File: src/sld_pkg.sv
package sld_pkg;
   // Register offsets
   localparam logic [7:0] SYS_DIAG_REQUEST_OFS = 8'h36;
   localparam logic [7:0] LOOP_DIAG_STATUS_OFS = 8'h37;
   localparam logic [7:0] LOOP_DIAG_REQUEST_OFS = 8'h38;
   // Loop request field positions
   localparam int LRQ_HIGH_LEVEL_BIT = 15;
   localparam int LRQ_SRC_SEL_BIT    = 14;
   localparam int LRQ_PD_OFF_BIT     = 13;
   localparam int LRQ_SRC_LSB        = 11;
   localparam int LRQ_SINK_BIT       = 10;
   localparam int LRQ_MON_LSB        = 8;
   localparam int LRQ_RES_CH_LSB     = 4;
   localparam int LRQ_LEAK_CH_LSB    = 0;
   localparam logic [1:0] MON_TO_FEED = 2'h1;
   localparam logic [1:0] MON_TO_RETURN = 2'h2;
   localparam logic [1:0] SRC_ON_RES = 2'h1;
   // System request test select
   localparam logic [3:0] TEST_HS_FET = 4'h7;
   // Status bit positions
   localparam int ST_FET_ON_BIT = 15;
   localparam int ST_UPPER_BIT  = 13;
   localparam int ST_LOWER_BIT  = 12;
   localparam int ST_LOOPS_BIT  = 7;
   localparam int ST_GND_BIT    = 6;
   localparam int ST_BAT_BIT    = 5;
   localparam int ST_MON_BIT    = 4;
   // Reset values
   localparam logic [15:0] LOOP_REQ_RST = 16'h2000;
   // Timing
   localparam int CLK_MHZ = 250;
   localparam int FET_TIMEOUT_US = 200;
   localparam int FET_TIMEOUT_CYC = FET_TIMEOUT_US * CLK_MHZ;
   // Operating states
   typedef enum logic [2:0] {
      SLD_ST_INIT, SLD_ST_DIAG, SLD_ST_SAFING, SLD_ST_ARMING, SLD_ST_SCRAP
   } sld_opstate_t;
endpackage

File: src/sld_fet_timer.sv
`timescale 1ns/10ps
module sld_fet_timer #(
   parameter int TIMEOUT_CYC = 50000
) (
   // Clock and reset
   input  wire logic clk,
   input  wire logic arst_n,
   // Control
   input  wire logic start,
   input  wire logic stop,
   // Status
   output logic      expired
);
   localparam int W = $clog2(TIMEOUT_CYC + 1);
   localparam logic [W-1:0] LAST = W'(TIMEOUT_CYC - 1);
   logic [W-1:0] cnt_r;
   logic         run_r;
   wire          at_end = run_r && (cnt_r == LAST);
   always_ff @(posedge clk or negedge arst_n) begin
      if (!arst_n) begin
         cnt_r   <= '0;
         run_r   <= 1'b0;
         expired <= 1'b0;
      end else begin
         expired <= at_end && !stop;
         if (start) begin
            cnt_r <= '0;
            run_r <= 1'b1;
         end else if (stop || at_end) begin
            run_r <= 1'b0;
         end else if (run_r) begin
            cnt_r <= cnt_r + W'(1);
         end
      end
   end
endmodule

File: src/sld_ctrl.sv
// Notes on behaviour
// - Bit 14 picks 40 mA or 8 mA source
// - Bit 10 sink; 9:8=01 monitor on feed
// - Differing channel fields raise no error
// - Compare feed current to 6/0.7 mA thresholds
// - Status 13 upper band, 12 lower band
// - Band results unlatched; host reads before next request
// - Status bits 19:16 read zero
// - FET test runs only in diagnostic state
// - Test select 0111 starts high side FET test
// - Above 1.8 mA turn channel off at once
// - Timeout 200 us ends test, output off
// - Status 15 shows FET on during test
// - Short flags latched, cleared by request write; ground short reads live unless a FET result is held
// - Loop write refused in init; system only diag
`timescale 1ns/10ps
module sld_ctrl #(
   parameter int FET_TIMEOUT_CYC = sld_pkg::FET_TIMEOUT_CYC
) (
   // Clock and reset
   input  wire logic        clk,
   input  wire logic        arst_n,
   // Register port
   input  wire logic        reg_wr,
   input  wire logic [7:0]  reg_addr,
   input  wire logic [15:0] reg_wdata,
   output logic [19:0]      reg_rdata,
   // Operating state of the device
   input  wire logic [2:0]  op_state,
   // Analog comparator inputs (asynchronous)
   input  wire logic        lower_band_cmp,
   input  wire logic        upper_band_cmp,
   input  wire logic        fet_pass_cmp,
   input  wire logic        ground_short_cmp,
   input  wire logic        battery_short_cmp,
   input  wire logic        loop_short_cmp,
   // Analog controls
   output logic             source_current_low,
   output logic [1:0]       source_current_mode,
   output logic [3:0]       resistance_channel_select,
   output logic [3:0]       leakage_channel_select,
   output logic             test_sink_current_en,
   output logic [1:0]       monitor_route,
   output logic             pulldown_off,
   output logic             high_level_diag,
   output logic             fet_drive_on,
   output logic [3:0]       fet_channel
);
   logic [15:0] loop_req_r;
   logic [5:0]  sync1_r;
   logic [5:0]  sync2_r;
   logic        fet_active_flag_r;
   logic        ground_short_flag_r;
   logic        battery_short_flag_r;
   logic        loop_short_flag_r;
   logic        fet_result_r;

   // Inputs from the analog side cross into the clock domain
   // Comparators idle low, so the cleared stages give no false edge
   always_ff @(posedge clk or negedge arst_n) begin
      if (!arst_n) begin
         sync1_r <= '0;
         sync2_r <= '0;
      end else begin
         sync1_r <= {loop_short_cmp, battery_short_cmp, ground_short_cmp,
                     fet_pass_cmp, upper_band_cmp, lower_band_cmp};
         sync2_r <= sync1_r;
      end
   end
   wire lower_band_s = sync2_r[0];
   wire upper_band_s = sync2_r[1];
   wire fet_pass_s   = sync2_r[2];
   wire gnd_s        = sync2_r[3];
   wire bat_s        = sync2_r[4];
   wire loops_s      = sync2_r[5];

   // Compares the device state code with one named state
   function automatic logic state_is(input logic [2:0]            code,
                                     input sld_pkg::sld_opstate_t st);
      state_is = code == 3'(st);
   endfunction

   // Write decode with operating state gating
   wire in_diag  = state_is(op_state, sld_pkg::SLD_ST_DIAG);
   wire in_init  = state_is(op_state, sld_pkg::SLD_ST_INIT);
   wire loop_wr  = reg_wr && reg_addr == sld_pkg::LOOP_DIAG_REQUEST_OFS
                   && !in_init;
   wire sys_wr   = reg_wr && reg_addr == sld_pkg::SYS_DIAG_REQUEST_OFS
                   && in_diag;
   wire fet_start = sys_wr
                    && reg_wdata[3:0] == sld_pkg::TEST_HS_FET;
   wire req_clear = loop_wr || sys_wr;

   // Test ends on threshold, leaving diag, or timeout
   wire fet_expired;
   wire fet_stop = fet_active_flag_r && (fet_pass_s || !in_diag);
   wire fet_end  = fet_stop || fet_expired;
   // Results are taken only when a running test ends
   wire fet_capture = fet_active_flag_r && fet_end;

   // A start while running restarts the count
   sld_fet_timer #(
      .TIMEOUT_CYC (FET_TIMEOUT_CYC)
   ) u_timer (
      .clk     (clk),
      .arst_n  (arst_n),
      .start   (fet_start),
      .stop    (fet_stop),
      .expired (fet_expired)
   );

   // Loop request register; channel fields applied independently
   always_ff @(posedge clk or negedge arst_n) begin
      if (!arst_n) begin
         loop_req_r <= sld_pkg::LOOP_REQ_RST;
      end else if (loop_wr) begin
         loop_req_r <= reg_wdata;
      end
   end

   // FET activity flag; set by a start, cleared when the test ends
   always_ff @(posedge clk or negedge arst_n) begin
      if (!arst_n) begin
         fet_active_flag_r <= 1'b0;
      end else if (fet_start) begin
         fet_active_flag_r <= 1'b1;
      end else if (fet_end) begin
         fet_active_flag_r <= 1'b0;
      end
   end

   // Flags sample at test end; a capture wins over a clearing write
   always_ff @(posedge clk or negedge arst_n) begin
      if (!arst_n) begin
         ground_short_flag_r  <= 1'b0;
         battery_short_flag_r <= 1'b0;
         loop_short_flag_r    <= 1'b0;
      end else if (fet_capture) begin
         ground_short_flag_r  <= gnd_s;
         battery_short_flag_r <= bat_s || fet_pass_s;
         loop_short_flag_r    <= loops_s;
      end else if (req_clear) begin
         ground_short_flag_r  <= 1'b0;
         battery_short_flag_r <= 1'b0;
         loop_short_flag_r    <= 1'b0;
      end
   end

   // A FET result stays on view until the next accepted request write
   always_ff @(posedge clk or negedge arst_n) begin
      if (!arst_n) begin
         fet_result_r <= 1'b0;
      end else if (fet_capture) begin
         fet_result_r <= 1'b1;
      end else if (req_clear) begin
         fet_result_r <= 1'b0;
      end
   end

   // Ground short shows live unless a FET result is held
   wire       gnd_view    = fet_result_r ? ground_short_flag_r : gnd_s;
   // Host keeps both channel fields equal; nothing here checks that
   wire [3:0] res_ch_w    = loop_req_r[sld_pkg::LRQ_RES_CH_LSB +: 4];
   wire [3:0] leak_ch_w   = loop_req_r[sld_pkg::LRQ_LEAK_CH_LSB +: 4];
   wire [1:0] mon_route_w = loop_req_r[sld_pkg::LRQ_MON_LSB +: 2];
   wire       mon_feed    = mon_route_w == sld_pkg::MON_TO_FEED;

   // Band results follow comparators live while monitor is on feed, else read zero; never latched
   logic [19:0] status_w;
   always_comb begin
      status_w = '0;
      status_w[sld_pkg::ST_FET_ON_BIT] = fet_active_flag_r;
      status_w[sld_pkg::ST_UPPER_BIT]  = upper_band_s && mon_feed;
      status_w[sld_pkg::ST_LOWER_BIT]  = lower_band_s && mon_feed;
      status_w[11:8] = res_ch_w;
      status_w[sld_pkg::ST_LOOPS_BIT]  = loop_short_flag_r;
      status_w[sld_pkg::ST_GND_BIT]    = gnd_view;
      status_w[sld_pkg::ST_BAT_BIT]    = battery_short_flag_r;
      status_w[sld_pkg::ST_MON_BIT]    = mon_feed;
      status_w[3:0] = leak_ch_w;
   end

   // Only the status word answers a read; other addresses read zero
   wire rd_status = reg_addr == sld_pkg::LOOP_DIAG_STATUS_OFS;

   // Registered outputs
   // Drive falls on the same edge that ends the test, never later
   always_ff @(posedge clk or negedge arst_n) begin
      if (!arst_n) begin
         reg_rdata                 <= '0;
         source_current_low        <= 1'b0;
         source_current_mode       <= '0;
         resistance_channel_select <= '0;
         leakage_channel_select    <= '0;
         test_sink_current_en      <= 1'b0;
         monitor_route             <= '0;
         pulldown_off              <= 1'b0;
         high_level_diag           <= 1'b0;
         fet_drive_on              <= 1'b0;
         fet_channel               <= '0;
      end else begin
         reg_rdata                 <= rd_status ? status_w : 20'h00000;
         source_current_low        <= loop_req_r[sld_pkg::LRQ_SRC_SEL_BIT];
         source_current_mode       <= loop_req_r[sld_pkg::LRQ_SRC_LSB +: 2];
         resistance_channel_select <= res_ch_w;
         leakage_channel_select    <= leak_ch_w;
         test_sink_current_en      <= loop_req_r[sld_pkg::LRQ_SINK_BIT];
         monitor_route             <= mon_route_w;
         pulldown_off              <= loop_req_r[sld_pkg::LRQ_PD_OFF_BIT];
         high_level_diag           <= loop_req_r[sld_pkg::LRQ_HIGH_LEVEL_BIT];
         fet_drive_on              <= fet_start || (fet_active_flag_r && !fet_end);
         fet_channel               <= leak_ch_w;
      end
   end
endmodule

File: config.mk
export PLATFORM = sky130hd
export DESIGN_NAME = sld_ctrl
export DESIGN_NICKNAME = d
export VERILOG_FILES = /design/src/sld_pkg.sv /design/src/sld_fet_timer.sv /design/src/sld_ctrl.sv
export SDC_FILE = /design/constraint.sdc
export NUM_CORES = 1
export LEC_CHECK = 0
export BUFFER_PORTS_ARGS = -buffer_cell sky130_fd_sc_hd__buf_2
export CELL_PAD_IN_SITES_DETAIL_PLACEMENT = 1
export CELL_PAD_IN_SITES_GLOBAL_PLACEMENT = 2
export CORE_UTILIZATION = 39
export CTS_BUF_LIST = sky130_fd_sc_hd__clkbuf_2
export DETAILED_ROUTE_END_ITERATION = 12
export PLACE_DENSITY = 0.86
export SETUP_SLACK_MARGIN = 0.3
export SYNTH_ARGS = -nofsm -noshare
export SYNTH_HDL_FRONTEND = slang
export SYNTH_SLANG_ARGS = --single-unit
File: constraint.sdc
create_clock -name clk -period 3.8 [get_ports clk]
set_input_delay 0.19 -clock clk [delete_from_list [all_inputs] [get_ports clk]]
set_output_delay 0.19 -clock clk [all_outputs]
set_load 0.02 [all_outputs]
==> results.json <==
{
  "layout-drive-gt1-share_pct": 32.2,
  "hold_viol_final": 0,
  "ys_seq_area_share_pct": 64.4,
  "regToRegSetupSlack_ns": 1.77,
  "fin_crit_sh_pct": 53.4,
  "path_max_fanout": 7,
  "maxCapViolations": 0,
  "power_frac_comb_pct": 6.7,
  "power-per-cell-area_nw_per_um2": 375,
  "cpPeakStageDelay_ns": 0.60,
  "holdCritStartpoint": "op_state[2]",
  "ctsResizeCount": 0,
  "synth-edff-count": 0,
  "synth.top_cell.area_share_pct": 63.6,
  "synthCells": 245,
  "path_clk_slew_ns": 0.24,
  "ys_ff_latch": 83,
  "htreeDepth": 3,
  "drt_iter0_markers": 102,
  "clkPwrFrac_pct": 32.2,
  "crit_arrival_ns": 2.51,
  "holdPathEnd": "fet_active_flag_r",
  "internal_power_w": 0.00111,
  "post-cts-setup-buffer-count": 0,
  "grtUsageMet3_pct": 3.53,
  "vias": 2339,
  "drtPass1Iterations": 6,
  "cts_tree": "done",
  "grtUsageMet2_pct": 30.3,
  "worst_pin_slew_ns": 1.00,
  "netlist_area_um2": 3230,
  "routedWlPerCell_um": 16.2,
  "ir_worst_vdd_uv": 218,
  "slew_viol_final": 0,
  "syn_avg_cell_area_um2": 13.2,
  "relSlewSlack_pct": 33.0,
  "grt_pass1_vias": 2395,
  "synth_top_area_cell": "dfrtp_1",
  "swShare_pct": 25.8,
  "clock_skew_ns": 0.0257,
  "cp_data_required_time_ns": 4.28,
  "dp_hpwl_um": 4760,
  "diodes": 0,
  "grtUsageTotal_pct": 18.2,
  "crit_path_start_kind": "flip-flop",
  "hold_path_depth": 3,
  "rows": 32,
  "endpoint_kind": "flip-flop",
  "cts_made_buffers": 9,
  "p_seq_share_pct": 61.1,
  "rsz0062_at_grt": "false",
  "wl_um": 7230,
  "die-area_um2": 8640,
  "ys_top_cells_by_count": "dfrtp_1 (82), mux2_2 (16), o21ai_0 (14)",
  "timing.rr.end": "u_timer.cnt_r[2]",
  "fmax_mhz": 493,
  "drc": 0,
  "gr-max-usage-layer": "met2",
  "start_util_pct": 41.1,
  "yosysMostFrequentCell": "dfrtp_1",
  "setup_violations": 0,
  "port_buffers": 71,
  "period_needed_ns": 2.03,
  "final_nets": 377,
  "yosysWarnings": 0,
  "postRouteAntennaNets": 0,
  "cts-root-buf": "clkbuf_2",
  "r2r_start": "u_timer.cnt_r[13]",
  "routabilityCongestion": 0.732,
  "grt_max_degree": 84,
  "core_um2": 7850,
  "crit_chain": "or4b_1, nor4_4, a211oi_1, nor4_2",
  "ys_async_sr_fraction_pct": 100,
  "fill_cells": 877,
  "yosys_most_used_dff": "dfrtp_1",
  "overflow": 0,
  "top_level_ports": 77,
  "finalPower_w": 0.00150,
  "clock_latency_ns": 0.55,
  "holdCritPathClass": "in -> reg",
  "power_switching_w": 0.000388,
  "clk_path_buf_depth": 2,
  "grt_pass1_wl_um": 11900,
  "synthToLayoutAreaGrowth_pct": 24.0,
  "hold_buffers": 23,
  "vias_per_cell": 5.23,
  "ys_types": 45,
  "worstSetupPathType": "reg -> reg",
  "antenna_found_initial": 0,
  "cts.sinks": 83,
  "power_leakage_nw": 1.99,
  "die_y_um": 93.0,
  "r2r_cells": 4,
  "slowest_stage": "or4b_1",
  "fin_setup_tns_ns": 0,
  "die_w_um": 93.0,
  "yosys-top-cells-area": "dfrtp_1 (64%), mux2_2 (5.6%), mux2i_1 (2.8%)",
  "status": "finished, final reports clean",
  "grtUsageMet1_pct": 23.4
}
-- power by group through the flow --
stage	sequential (W)	combinational (W)	clock (W)
5_1_grt	0.000922	0.000110	0.000535
3_3_place_gp	0.000931	0.0000793	0
2_1_floorplan	0.000940	0.0000285	0
3_5_place_dp	0.000933	0.0000825	0
6_report	0.000918	0.000100	0.000483
4_1_cts	0.000918	0.000101	0.000498
-- per-layer routing --
layer / vias to the layer above / share of wire, % / wire length [µm]
li1: 1067 / - / -
met1: 1208 / 44 / 3210
met2: 55 / 51 / 3660
met5: - / 0 / 0
met3: 9 / 3.4 / 243
met4: 0 / 1.5 / 112
-- cells in the final DEF, fill, tap and decap left out, drive strengths merged, types with 6 or more instances in the layout --
cell / Yosys / routed
a21oi: 11 / 11
and2: 13 / 13
buf: 11 / 74
clkbuf: 6 / 10
dfrtp: 82 / 82
dlygate4sd3: 0 / 23
mux2: 16 / 16
mux2i: 9 / 9
nand2: 7 / 7
nand4: 6 / 6
nor2: 10 / 10
o21ai: 14 / 14
o21bai: 7 / 7
-- flip-flops by register name, indices dropped and copies added (netlist names), 2 cells and up --
signal,cells
loop_req_r,16
fet_channel,4
u_timer.cnt_r,16
sync2_r,6
resistance_channel_select,4
source_current_mode,2
monitor_route,2
sync1_r,6
reg_rdata,15
-- logic make-up after synthesis --
group,Yosys count,share of synthesized area [%]
compound gates,48,9.66
xor+xnor,1,0.271
fa+ha+maj,1,0.388
buf+inv,19,3.37
flops,83,64.4
mux,25,8.38
other cells,1,0.116
simple gates,67,13.4
-- critical path, delay by kind of cell, from the launching register on --
| family | cells | cell delay (ns) |
|---|---|---|
| simple gates | 3 | 1.31 |
| compound gates | 1 | 0.17 |
| flops | 1 | 0.48 |
-- through the flow --
| step | util, % | hold slack (ns) | instance area, µm² | worst slack [ns] | instances |
|---|---|---|---|---|---|
| 2_1_floorplan | - | -0.106 | 3240 | 2.01 | 249 |
| 3_3_place_gp | 46.5 | 0.299 | 3650 | 1.61 | 408 |
| 3_5_place_dp | 46.5 | 0.299 | 3650 | 1.46 | 408 |
| 4_1_cts | 51.0 | 0.0787 | 4000 | 1.76 | 447 |
| 5_1_grt | 51.0 | 0.106 | 4000 | 1.66 | 447 |
| 6_report | 51.0 | 0.107 | 4000 | 1.77 | 447 |
-- how the worst max path moves through the flow --
stage / startpoint / to / slack (ns)
after detailed placement: reg_addr[7] / loop_req_r[3] / 1.46
final: u_timer.cnt_r[13] / u_timer.cnt_r[2] / 1.77
after CTS: u_timer.cnt_r[4] / u_timer.cnt_r[2] / 1.76
after global placement: reg_addr[7] / loop_req_r[14] / 1.61
after floorplan: u_timer.cnt_r[12] / u_timer.cnt_r[2] / 2.01
after global routing: u_timer.cnt_r[0] / u_timer.cnt_r[10] / 1.66
-- area by class of cell --
| cell class | instances | area [µm²] | share of cell area [%] |
|---|---|---|---|
| Inverter | 2 | 7.51 | 0.188 |
| Tap cell | 102 | 128 | 3.19 |
| Clock inverter | 6 | 71.3 | 1.78 |
| Timing Repair Buffer | 97 | 611 | 15.3 |
| Multi-Input combinational cell | 147 | 1050 | 26.4 |
| Clock buffer | 10 | 50.0 | 1.25 |
| Sequential cell | 83 | 2080 | 52.0 |
No activity file was read; power rests on OpenSTA's default activity.
